## src/shared/status_event_pkg.sv

```systemverilog
package status_event_pkg;

    // Condition word layout
    localparam int COND_W = 16;
    localparam int BIT_SWEEP = 0;
    localparam int BIT_OUTPUT = 1;
    localparam int BIT_SETTLE = 3;
    localparam int BIT_FAN = 5;
    localparam int BIT_ITEMP = 6;
    localparam int BIT_ATEMP = 7;
    localparam int BIT_POWER = 8;
    localparam int BIT_FEEDBACK = 10;
    localparam int BIT_OSCILLATION = 11;
    localparam int BIT_OVERLOAD = 12;
    localparam logic [15:0] COND_USED_MASK = 16'h1deb;

    // Summary bit positions in the status byte
    localparam int SB_ERROR_AVAIL = 2;
    localparam int SB_EXT_SUMMARY = 3;
    localparam int SB_MSG_AVAIL = 4;

    // Filter entry addressing
    localparam logic [4:0] SUFFIX_MIN = 5'h01;
    localparam logic [4:0] SUFFIX_MAX = 5'h10;

    // Queue geometry and error codes
    localparam int WORD_W = 16;
    localparam int OUT_Q_DEPTH = 8;
    localparam int ERR_Q_DEPTH = 8;
    localparam logic [15:0] ERR_NONE_CODE = 16'h0000;
    localparam logic [15:0] ERR_UNDEFINED_HEADER = 16'h0071;
    localparam logic [15:0] ERR_SUFFIX_RANGE = 16'h0072;
    localparam logic [15:0] ERR_OVERFLOW_CODE = 16'h015e;

    // Reset values
    localparam logic [15:0] ENABLE_RESET = 16'h0000;
    localparam logic [7:0] STATUS_RESET = 8'h00;

    typedef enum logic [1:0] {
        filt_never = 2'h0,
        filt_rise = 2'h1,
        filt_fall = 2'h2,
        filt_both = 2'h3
    } filter_mode_type;

    localparam filter_mode_type FILTER_RESET = filt_rise;

    typedef enum logic [3:0] {
        op_cond_query = 4'h1,
        op_event_query = 4'h2,
        op_filter_set = 4'h3,
        op_filter_query = 4'h4,
        op_enable_set = 4'h5,
        op_enable_query = 4'h6,
        op_error_query = 4'h7,
        op_clear_status = 4'h8,
        op_device_clear = 4'h9
    } op_type;

    typedef struct packed {
        op_type op;
        logic [4:0] suffix;
        filter_mode_type mode;
        logic [15:0] data;
    } cmd_type;

    typedef struct packed {
        logic sweep_running;
        logic output_active;
        logic setpoint_changed;
        logic output_at_90;
        logic fan_stopped;
        logic internal_over_temp;
        logic amp_over_temp;
        logic power_supply_fault;
        logic feedback_error;
        logic oscillation_error;
        logic overload_detected;
    } fault_inputs_type;

endpackage

```

## src/rtl/status_event_and_queues.sv

```systemverilog
`timescale 1ns/1ps
`default_nettype none

// Overview of operation
// - Bit 0 high during sweep; fall marks done
// - Bit 1 high while output is on
// - Bit 3 high from setpoint change to 90%
// - Bits 5-8 report fan, temperatures, power fault
// - Bit 10 reports feedback correction error
// - Bit 11 reports amplifier oscillation
// - Bit 12 reports output overload
// - Per-bit filter, suffix n selects bit n-1
// - Rising mode sets event on 0-to-1
// - Falling mode sets event on 1-to-0
// - Both mode sets event on any change
// - Never mode keeps event bit at zero
// - Query answers wait in output queue
// - Output queue delivers oldest first
// - Message, deadlock, device clear, restart empty queue
// - Clear status leaves output queue alone
// - Status bit 4 shows output queue non-empty
// - Every error pushes a code; unknown gives 113
// - Error query returns oldest entry first
// - Overflow replaces last entry with code 350
// - Only clear status or restart empty errors
// - Status bit 2 shows error queue non-empty
// - Status bit 3 ORs enabled event bits

module status_event_and_queues
    import status_event_pkg::*;
#(
    parameter int OUT_DEPTH = OUT_Q_DEPTH,
    parameter int ERR_DEPTH = ERR_Q_DEPTH
)
(
    input wire logic sys_clk,
    input wire logic rst_b,
    input wire fault_inputs_type faults,
    input wire logic cmd_valid,
    input wire cmd_type cmd,
    input wire logic new_message,
    input wire logic deadlock,
    input wire logic resp_push,
    input wire logic [WORD_W-1:0] resp_word,
    output logic resp_ready,
    input wire logic ctrl_read,
    output logic [WORD_W-1:0] out_word,
    output logic out_valid,
    output logic out_lost,
    input wire logic err_push,
    input wire logic [WORD_W-1:0] err_code,
    output logic err_ready,
    output logic [7:0] status_bits
);

    filter_mode_type [COND_W-1:0] filter_mode_ff;
    filter_mode_type [COND_W-1:0] nxt_filter_mode;
    logic [COND_W-1:0] cond_ff;
    logic [COND_W-1:0] nxt_cond;
    logic [COND_W-1:0] event_ff;
    logic [COND_W-1:0] nxt_event;
    logic [COND_W-1:0] enable_ff;
    logic [COND_W-1:0] nxt_enable;
    logic [7:0] status_ff;
    logic [7:0] nxt_status;
    logic settle_ff;
    logic nxt_settle;
    logic [COND_W-1:0] hits;
    logic [COND_W-1:0] never_mask;
    logic own_push;
    logic [WORD_W-1:0] own_word;
    logic own_err;
    logic [WORD_W-1:0] own_err_code;
    logic do_cls;
    logic do_dcl;
    logic ev_read;
    logic err_pop;
    logic out_q_push;
    logic out_flush;
    logic out_empty;
    logic err_q_push;
    logic err_empty;
    logic [WORD_W-1:0] err_head;

    // Suffix lies inside the addressable filter range
    function automatic logic suffix_ok(input logic [4:0] s);
        return (s >= SUFFIX_MIN) && (s <= SUFFIX_MAX);
    endfunction

    // Condition bit addressed by a filter suffix
    function automatic logic [3:0] suffix_bit(input logic [4:0] s);
        return 4'(s - SUFFIX_MIN);
    endfunction

    // Live condition word; setpoint change wins over reaching 90%
    always_comb
    begin
        nxt_settle = settle_ff;
        if (faults.setpoint_changed)
        begin
            nxt_settle = 1'b1;
        end
        else if (faults.output_at_90)
        begin
            nxt_settle = 1'b0;
        end
        nxt_cond = '0;
        nxt_cond[BIT_SWEEP] = faults.sweep_running;
        nxt_cond[BIT_OUTPUT] = faults.output_active;
        nxt_cond[BIT_SETTLE] = nxt_settle;
        nxt_cond[BIT_FAN] = faults.fan_stopped;
        nxt_cond[BIT_ITEMP] = faults.internal_over_temp;
        nxt_cond[BIT_ATEMP] = faults.amp_over_temp;
        nxt_cond[BIT_POWER] = faults.power_supply_fault;
        nxt_cond[BIT_FEEDBACK] = faults.feedback_error;
        nxt_cond[BIT_OSCILLATION] = faults.oscillation_error;
        nxt_cond[BIT_OVERLOAD] = faults.overload_detected;
    end

    // Command decode: register queries, filter and enable writes, clears
    always_comb
    begin
        nxt_filter_mode = filter_mode_ff;
        nxt_enable = enable_ff;
        own_push = 1'b0;
        own_word = '0;
        own_err = 1'b0;
        own_err_code = '0;
        do_cls = 1'b0;
        do_dcl = 1'b0;
        ev_read = 1'b0;
        err_pop = 1'b0;
        if (cmd_valid)
        begin
            case (cmd.op)
                op_cond_query:
                begin
                    own_push = 1'b1;
                    own_word = cond_ff;
                end
                op_event_query:
                begin
                    own_push = 1'b1;
                    own_word = event_ff;
                    ev_read = 1'b1;
                end
                op_filter_set:
                begin
                    if (suffix_ok(cmd.suffix))
                    begin
                        nxt_filter_mode[suffix_bit(cmd.suffix)] = cmd.mode;
                    end
                    else
                    begin
                        own_err = 1'b1;
                        own_err_code = ERR_SUFFIX_RANGE;
                    end
                end
                op_filter_query:
                begin
                    if (suffix_ok(cmd.suffix))
                    begin
                        own_push = 1'b1;
                        own_word = {14'h0000, filter_mode_ff[suffix_bit(cmd.suffix)]};
                    end
                    else
                    begin
                        own_err = 1'b1;
                        own_err_code = ERR_SUFFIX_RANGE;
                    end
                end
                op_enable_set:
                begin
                    nxt_enable = cmd.data;
                end
                op_enable_query:
                begin
                    own_push = 1'b1;
                    own_word = enable_ff;
                end
                op_error_query:
                begin
                    own_push = 1'b1;
                    own_word = err_empty ? ERR_NONE_CODE : err_head;
                    err_pop = !err_empty;
                end
                op_clear_status:
                begin
                    do_cls = 1'b1;
                end
                op_device_clear:
                begin
                    do_dcl = 1'b1;
                end
                default:
                begin
                    own_err = 1'b1;
                    own_err_code = ERR_UNDEFINED_HEADER;
                end
            endcase
        end
    end

    // Event latch: a new hit wins over a read or clear in the same cycle
    always_comb
    begin
        nxt_event = (ev_read || do_cls) ? '0 : event_ff;
        nxt_event = (nxt_event | hits) & ~never_mask & COND_USED_MASK;
    end

    // Summary bits for the status byte
    always_comb
    begin
        nxt_status = '0;
        nxt_status[SB_ERROR_AVAIL] = !err_empty;
        nxt_status[SB_EXT_SUMMARY] = |(event_ff & enable_ff);
        nxt_status[SB_MSG_AVAIL] = !out_empty;
    end

    // State registers
    always_ff @(posedge sys_clk)
    begin
        if (!rst_b)
        begin
            for (int i = 0; i < COND_W; i++)
            begin
                filter_mode_ff[i] <= FILTER_RESET;
            end
            cond_ff <= '0;
            event_ff <= '0;
            enable_ff <= ENABLE_RESET;
            status_ff <= STATUS_RESET;
            settle_ff <= 1'b0;
        end
        else
        begin
            filter_mode_ff <= nxt_filter_mode;
            cond_ff <= nxt_cond;
            event_ff <= nxt_event;
            enable_ff <= nxt_enable;
            status_ff <= nxt_status;
            settle_ff <= nxt_settle;
        end
    end

    edge_filter_bank #(
        .WIDTH(COND_W)
    ) u_filter (
        .sys_clk(sys_clk),
        .rst_b(rst_b),
        .cond(cond_ff),
        .modes(filter_mode_ff),
        .hits(hits),
        .never_mask(never_mask)
    );

    // Own query answers take the output queue ahead of outside answers
    assign out_q_push = own_push || resp_push;
    assign out_flush = new_message || deadlock || do_dcl;
    assign resp_ready = !own_push;

    status_queue #(
        .WIDTH(WORD_W),
        .DEPTH(OUT_DEPTH),
        .OVERWRITE_LAST(1'b0),
        .LAST_MARK('0)
    ) u_out_queue (
        .sys_clk(sys_clk),
        .rst_b(rst_b),
        .flush(out_flush),
        .push(out_q_push),
        .push_data(own_push ? own_word : resp_word),
        .pop(ctrl_read),
        .head(out_word),
        .empty(out_empty),
        .full(),
        .dropped(out_lost)
    );

    // Internal errors take the error queue ahead of outside errors
    assign err_q_push = own_err || err_push;
    assign err_ready = !own_err;

    status_queue #(
        .WIDTH(WORD_W),
        .DEPTH(ERR_DEPTH),
        .OVERWRITE_LAST(1'b1),
        .LAST_MARK(ERR_OVERFLOW_CODE)
    ) u_err_queue (
        .sys_clk(sys_clk),
        .rst_b(rst_b),
        .flush(do_cls),
        .push(err_q_push),
        .push_data(own_err ? own_err_code : err_code),
        .pop(err_pop),
        .head(err_head),
        .empty(err_empty),
        .full(),
        .dropped()
    );

    assign out_valid = !out_empty;
    assign status_bits = status_ff;
endmodule // status_event_and_queues

`default_nettype wire

```

## src/rtl/edge_filter_bank.sv

```systemverilog
`timescale 1ns/1ps
`default_nettype none

module edge_filter_bank
    import status_event_pkg::*;
#(
    parameter int WIDTH = COND_W
)
(
    input wire logic sys_clk,
    input wire logic rst_b,
    input wire logic [WIDTH-1:0] cond,
    input wire filter_mode_type [WIDTH-1:0] modes,
    output logic [WIDTH-1:0] hits,
    output logic [WIDTH-1:0] never_mask
);

    logic [WIDTH-1:0] prev_ff;
    logic [WIDTH-1:0] nxt_prev;

    // Per-bit edge selection against the previous condition word
    always_comb
    begin
        nxt_prev = cond;
        hits = '0;
        never_mask = '0;
        for (int i = 0; i < WIDTH; i++)
        begin
            case (modes[i])
                filt_rise: hits[i] = cond[i] & ~prev_ff[i];
                filt_fall: hits[i] = ~cond[i] & prev_ff[i];
                filt_both: hits[i] = cond[i] ^ prev_ff[i];
                filt_never: never_mask[i] = 1'b1;
                default: hits[i] = 1'b0;
            endcase
        end
    end

    // Previous word starts at zero, matching the cleared condition word
    always_ff @(posedge sys_clk)
    begin
        if (!rst_b)
        begin
            prev_ff <= '0;
        end
        else
        begin
            prev_ff <= nxt_prev;
        end
    end

endmodule // edge_filter_bank

`default_nettype wire

```

## src/rtl/status_queue.sv

```systemverilog
`timescale 1ns/1ps
`default_nettype none

module status_queue
    import status_event_pkg::*;
#(
    parameter int WIDTH = WORD_W,
    parameter int DEPTH = OUT_Q_DEPTH,
    parameter bit OVERWRITE_LAST = 1'b0,
    parameter logic [WIDTH-1:0] LAST_MARK = '0
)
(
    input wire logic sys_clk,
    input wire logic rst_b,
    input wire logic flush,
    input wire logic push,
    input wire logic [WIDTH-1:0] push_data,
    input wire logic pop,
    output logic [WIDTH-1:0] head,
    output logic empty,
    output logic full,
    output logic dropped
);

    localparam int PW = (DEPTH > 1) ? $clog2(DEPTH) : 1;
    localparam int CW = $clog2(DEPTH + 1);

    logic [WIDTH-1:0] mem_ff [DEPTH];
    logic [WIDTH-1:0] nxt_mem [DEPTH];
    logic [PW-1:0] rd_ff;
    logic [PW-1:0] nxt_rd;
    logic [CW-1:0] cnt_ff;
    logic [CW-1:0] nxt_cnt;
    logic dropped_ff;
    logic nxt_dropped;

    // Ring slot at a given distance from a pointer
    function automatic logic [PW-1:0] slot(input logic [PW-1:0] p, input int off);
        return PW'((int'(p) + off) % DEPTH);
    endfunction

    // Flush first, then pop, then push, so a push in a flush cycle survives
    always_comb
    begin
        nxt_mem = mem_ff;
        nxt_rd = rd_ff;
        nxt_cnt = cnt_ff;
        nxt_dropped = 1'b0;
        if (flush)
        begin
            nxt_rd = '0;
            nxt_cnt = '0;
        end
        else if (pop && cnt_ff != '0)
        begin
            nxt_rd = slot(rd_ff, 1);
            nxt_cnt = cnt_ff - CW'(1);
        end
        if (push)
        begin
            if (nxt_cnt != CW'(DEPTH))
            begin
                nxt_mem[slot(nxt_rd, int'(nxt_cnt))] = push_data;
                nxt_cnt = nxt_cnt + CW'(1);
            end
            else
            begin
                nxt_dropped = 1'b1;
                if (OVERWRITE_LAST)
                begin
                    nxt_mem[slot(nxt_rd, DEPTH - 1)] = LAST_MARK;
                end
            end
        end
    end

    // Pointer state resets; storage needs no reset
    always_ff @(posedge sys_clk)
    begin
        if (!rst_b)
        begin
            rd_ff <= '0;
            cnt_ff <= '0;
            dropped_ff <= 1'b0;
        end
        else
        begin
            rd_ff <= nxt_rd;
            cnt_ff <= nxt_cnt;
            dropped_ff <= nxt_dropped;
        end
        mem_ff <= nxt_mem;
    end

    assign head = mem_ff[rd_ff];
    assign empty = (cnt_ff == '0);
    assign full = (cnt_ff == CW'(DEPTH));
    assign dropped = dropped_ff;
endmodule // status_queue

`default_nettype wire

```

## config.mk

```make
export PLATFORM = sky130hd
export DESIGN_NAME = status_event_and_queues
export DESIGN_NICKNAME = d
export VERILOG_FILES = /design/src/shared/status_event_pkg.sv /design/src/rtl/status_event_and_queues.sv /design/src/rtl/edge_filter_bank.sv /design/src/rtl/status_queue.sv
export SDC_FILE = /design/constraint.sdc
export NUM_CORES = 1
export LEC_CHECK = 0
export BUFFER_PORTS_ARGS = -buffer_cell sky130_fd_sc_hd__buf_2
export CAP_MARGIN = 10
export CORE_AREA = 5 5 205 207
export DETAILED_ROUTE_END_ITERATION = 10
export DIE_AREA = 0 0 210 212
export PLACE_DENSITY_LB_ADDON = 0.3
export REMOVE_ABC_BUFFERS = 1
export SYNTH_ARGS = -nofsm -noshare
export SYNTH_HDL_FRONTEND = slang
export SYNTH_HIERARCHICAL = 1
export SYNTH_SLANG_ARGS = --single-unit
```

## constraint.sdc

```tcl
create_clock -name sys_clk -period 12.9 [get_ports sys_clk]
set_input_delay 2.58 -clock sys_clk [delete_from_list [all_inputs] [get_ports sys_clk]]
set_output_delay 2.58 -clock sys_clk [all_outputs]
set_load 0.02 [all_outputs]
```

======== Yosys cells after proc, flatten, opt, wreduce, memory -nomap -nowiden ========
Index checks and enable logic that the tools add are counted.
word-level totals
  bits in registers ....................... 370
  output and inout bits ................... 28
  logic and storage cells ................. 320
cells by class
  add/subtract/negate cells ............... 10
  order comparisons ....................... 12
  equal/unequal tests ..................... 50
  multiplexer cells ....................... 85
  bitwise operators ....................... 77
  reductions and logical operators ........ 41
operators by type and width
  kind                                                  count
  bitwise mux 128 bit                                   2
  two-way mux 16 bit                                    11
  demux 16 bit (select 3 bit)                           3
  two-way mux 128 bit                                   1
  binary-select mux 16 bit (select 3 bit)               2
  bitwise AND 80 bit                                    1
  NOT 80 bit                                            1
  one-hot mux 16 bit (5 select lines)                   1
  equality test 2 bit (second input constant)           26
  bitwise OR 48 bit                                     1
  one-hot mux 1 bit (3 select lines)                    13
  bitwise mux 32 bit                                    1
  two-way mux 4 bit                                     8
  two-way mux 1 bit                                     28
  bitwise AND 1 bit                                     26
  equality test 2 x 1 -> 1 bit (second input constant)  13
  zero test 2 bit                                       13
  NOT 1 bit                                             26
  >= comparator 4 bit (second input constant)           5
  NOT 3 -> 4 bit                                        5
  bitwise AND 13 x 16 -> 16 bit                         1
  equality test 4 x 3 -> 1 bit (second input constant)  4
  OR reduction 16 bit                                   1
  two-way mux 7 bit                                     2
  other kinds (35)                                      80

======== Depth between registers and ports, before layout ========
  word-level depth ........................ 16
  mapped depth ............................ 22
  depth with buffers taken out ............ 17

======== Cells and area by module ========
Netlist, hierarchy kept.
modules (own cells, without submodules)
  module                       times used  cells an instance  area an instance (um^2)  seq. area each (um^2)
  status_queue at u_err_queue  1           773                8,876.0                  4,003.8
  status_queue at u_out_queue  1           284                5,577.8                  4,003.8
  status_event_and_queues      1           427                3,826.2                  1,421.4
  edge_filter_bank             1           189                1,427.6                  320.3

======== Worst setup path after synthesis ========
OpenSTA, ideal clock, no wires.
  kind .................................... input to register
  start ................................... input port cmd[24] in the netlist's numbering
  end ..................................... register u_err_queue/mem_ff[16] in the netlist's numbering (enable)
  setup time .............................. 0.394 ns
  arrival ................................. 7.190 ns
  data required time ...................... 12.506 ns
  slack ................................... 5.316 ns
  stages on the path ...................... 17
  buffers on the path ..................... 3
  cells stage by stage .................... clkbuf_1 > nand2b_1 > nor3_1 > buf_2 > and2_1 > inv_1 > nor4_2 > nor2_1 > inv_1 > ha_1 > inv_1 > fa_1 > clkbuf_1 > a211o_1 > a211o_1 > a211o_1 > a21oi_1
between the ends
  word-level cells in the longest chain between the ends .. 5
  elaborated cells between the ends (all ways) .. 14
ends and longest elaborated chain
  item                                                                              RTL line                        text
  start: declaration                                                                status_event_and_queues.sv:40   input wire cmd_type cmd,
  equality test 4 x 3 -> 1 bit, or another cell as far along                        status_event_and_queues.sv:135  case (cmd.op)
  OR reduction 7 bit (no source line) / OR reduction 2 bit (equally long branches)  n/a
  one-hot mux 1 bit (2 select lines) *                                              status_event_and_queues.sv:135
  two-way mux 1 bit *                                                               status_event_and_queues.sv:133  if (cmd_valid)
  logical OR 1 bit *                                                                status_event_and_queues.sv:281  assign err_q_push = own_err || err_push;
  end signal: assignment                                                            status_queue.sv:92              mem_ff <= nxt_mem;
  end: declaration                                                                  status_queue.sv:28              logic [WIDTH-1:0] mem_ff [DEPTH];
Mark *: on every way between the ends. The rest lies on a longest branch, timed or not.
A chain may end at the register's enable or synchronous reset.

======== Worst setup path after layout ========
  start ................................... input port cmd[18] in the netlist's numbering
  end ..................................... output port resp_ready
between the ends
  word-level cells in the longest chain between the ends .. 6
  elaborated cells between the ends (all ways) .. 7
ends and longest elaborated chain
  item                                                                        RTL line                        text
  >= comparator 5 x 1 -> 1 bit / <= comparator 5 bit (equally long branches)  status_event_and_queues.sv:87   return (s >= SUFFIX_MIN) && (s <= SUFFIX_MAX);
  logical AND 1 bit *                                                         status_event_and_queues.sv:87
  two-way mux 1 bit *                                                         status_event_and_queues.sv:161  if (suffix_ok(cmd.suffix))
  one-hot mux 1 bit (2 select lines) *                                        status_event_and_queues.sv:135
  two-way mux 1 bit *                                                         status_event_and_queues.sv:133
  zero test 1 bit *                                                           status_event_and_queues.sv:260  assign resp_ready = !own_push;
  end: declaration                                                            status_event_and_queues.sv:45   output logic resp_ready,
Marks and branches as above.

==> impl_metrics.env <==
export IMPL_status="complete, no violations"
export IMPL_antenna_found_initial=1
export IMPL_dr_total_vias=13800
export IMPL_drc=0
export IMPL_ys_warn_count=6
export IMPL_die_w_microns=210
export IMPL_tns_ps=0
export IMPL_clock_sinks=352
export IMPL_maxCapViolations=0
export IMPL_worstMarginPinSlew_ps=1200
export IMPL_antenna_left=0
export IMPL_rows=74
export IMPL_wirelength_mm=51.9
export IMPL_power_total_mw=2.73
export IMPL_power_frac_clock_pct=41.3
export IMPL_firstDrtPassIters=6
export IMPL_place_gp_congestion=0.900
export IMPL_hold_violations=0
export IMPL_cts_htree_levels=2
export IMPL_slew_violations=0
export IMPL_worst_ep_arrival_time_ps=4960
export IMPL_min_period_ps=7540
export IMPL_power_density_nw_per_um2=129
export IMPL_placed_cells=2125
export IMPL_ir_drop_v=0.0000790
export IMPL_routedWlPerCell_microns=23.6
export IMPL_fmax_ghz=0.133
export IMPL_crit_required_ps=10320
export IMPL_wl_met2_mm=24.1
export IMPL_critical_path_class="in2out"
export IMPL_grt_pass1_wl_mm=79.7
export IMPL_overflow=0
export IMPL_area_growth_pct=11.0
export IMPL_grt_max_degree=66
export IMPL_worst_slack_ps=5360
export IMPL_highest_layer="met4"
export IMPL_pre_cts_slack_ps=5000
export IMPL_drive_above_1_share_pct=22.5
export IMPL_p_comb_share_pct=11.3
export IMPL_hold_ws_ps=467
export IMPL_die_y_microns=212
export IMPL_syn_area_sq_um=19100
export IMPL_dp_final_hpwl_mm=35.0
export IMPL_slew_limit_headroom_pct=19.8
export IMPL_cts_path_max_buffers=3
export IMPL_fin_crit_sh_pct=58.5
export IMPL_die_area_sq_um=44500
export IMPL_layout_nets=1753
export IMPL_io_buffer_count=100
export IMPL_grt_setup_unrepaired="no"
export IMPL_drt_met1_wl_mm=21.6
export IMPL_wl_met3_mm=5.03
export IMPL_vias_per_cell=6.27
export IMPL_cp_end_kind="output pin"
export IMPL_io_pins=106
export IMPL_syn_area_per_cell_sq_um=12.0
export IMPL_syn_instance_count=1598
export IMPL_clkTransAtPathRegs_ps=60
export IMPL_p_sw_share_pct=24.8
export IMPL_core_area_sq_um=40200
export IMPL_grt_usage_pct=22.9
export IMPL_start_kind="input pin"
export IMPL_cts_buffers=40
export IMPL_cts_hold_buffers=0
export IMPL_cts_tree="built"
export IMPL_drt_iter0_markers=1690
export IMPL_intPower_mw=2.06
export IMPL_post_cts_setup_buffer_count=0
export IMPL_worstHoldPathType="reg2reg"
export IMPL_seqPwrFrac_pct=47.4
export IMPL_grt_pass1_vias=13300
export IMPL_cp_max_fo=19
export IMPL_worst_skew_pair_late_latency_ps=570
export IMPL_final_cells=2199
export IMPL_leakagePower_nw=7.77
export IMPL_cts_resized_gates=0
export IMPL_clk_root_buffer_cell="clkbuf_16"
export IMPL_setup_viol=0
export IMPL_initial_core_util_pct=47.6
export IMPL_skew_ps=16.2
export IMPL_power_switching_uw=678
cell usage in the layout (no fill, tap or decap), types with 8 or more instances in the layout:
cell,count
nand4_1,11
a222oi_1,8
nor2_1,53
a21oi_1,82
nor3_1,18
ha_1,37
mux4_2,72
a22o_1,9
inv_1,49
o221ai_1,52
nor3_2,8
nand2_1,137
and2_1,103
mux2i_1,41
o2111ai_1,13
buf_2,100
a21oi_2,13
clkbuf_1,14
nor2b_1,23
clkbuf_16,40
mux2_2,39
a221o_1,80
nand2b_1,18
and3_1,44
buf_4,28
nand3_1,34
and2_2,11
edfxtp_1,256
dfxtp_1,94
a21oi_4,8
o21ai_0,21
state kept, by name (all words and copies together) (netlist names), 4 cells and up:
name                cells
event_ff               10
u_out_queue/mem_ff    128
filter_mode_ff         32
u_out_queue/cnt_ff      4
u_filter/prev_ff       10
u_err_queue/cnt_ff      4
cond_ff                10
u_err_queue/mem_ff    128
enable_ff              16
per-stage QoR:
step | utilization, % | instance area, sq um
final | 52.9 | 21200
after global routing | 52.9 | 21200
after CTS | 52.8 | 21200
after detailed placement | 49.6 | 19900
after global placement | 49.6 | 19900
after floorplan | - | 18500
final timing paths:
| path | startpoint | depth (start not counted) | endpoint | slack, ps |
|---|---|---|---|---|
| worst max-delay path | cmd[18] | 8 | resp_ready | 5360 |
| worst min-delay path | enable_ff[2] | 2 | enable_ff[2] | 470 |
| worst max register to register | u_err_queue/cnt_ff[0] | 17 | u_err_queue/mem_ff[63] | 6480 |
| worst min register to register | enable_ff[2] | 2 | enable_ff[2] | 470 |
critical path: stages:
cell      delay (ps)
buf_2            240
inv_1            170
ha_1             250
or3b_4           410
a22oi_4          490
a31oi_1          190
nand2b_4         350
buf_2            270
power groups by stage:
stage / Combinational [mW] / Sequential (mW) / Clock (mW)
4_1_cts: 0.307 / 1.29 / 1.15
6_report: 0.309 / 1.30 / 1.13
3_3_place_gp: 0.298 / 1.32 / 0
3_5_place_dp: 0.305 / 1.32 / 0
5_1_grt: 0.333 / 1.30 / 1.20
2_1_floorplan: 0.197 / 1.31 / 0
per-layer routing:
layer	global-route usage, %	up-vias
li1	-	6244
met1	32.7	6775
met2	36.1	696
met3	4.93	71
met4	6.10	0
met5	0	-
layout make-up:
cell class / instances / area, sq um
diodes: 1 / 2.50
clock buffers: 60 / 1140
clock inverters: 12 / 173
fillers: 3385 / 18900
inverters: 52 / 210
multi-input cells: 1062 / 8730
flip-flops and latches: 352 / 9610
well taps: 532 / 666
repair buffers: 128 / 711
(Power assumes the default switching activity.)
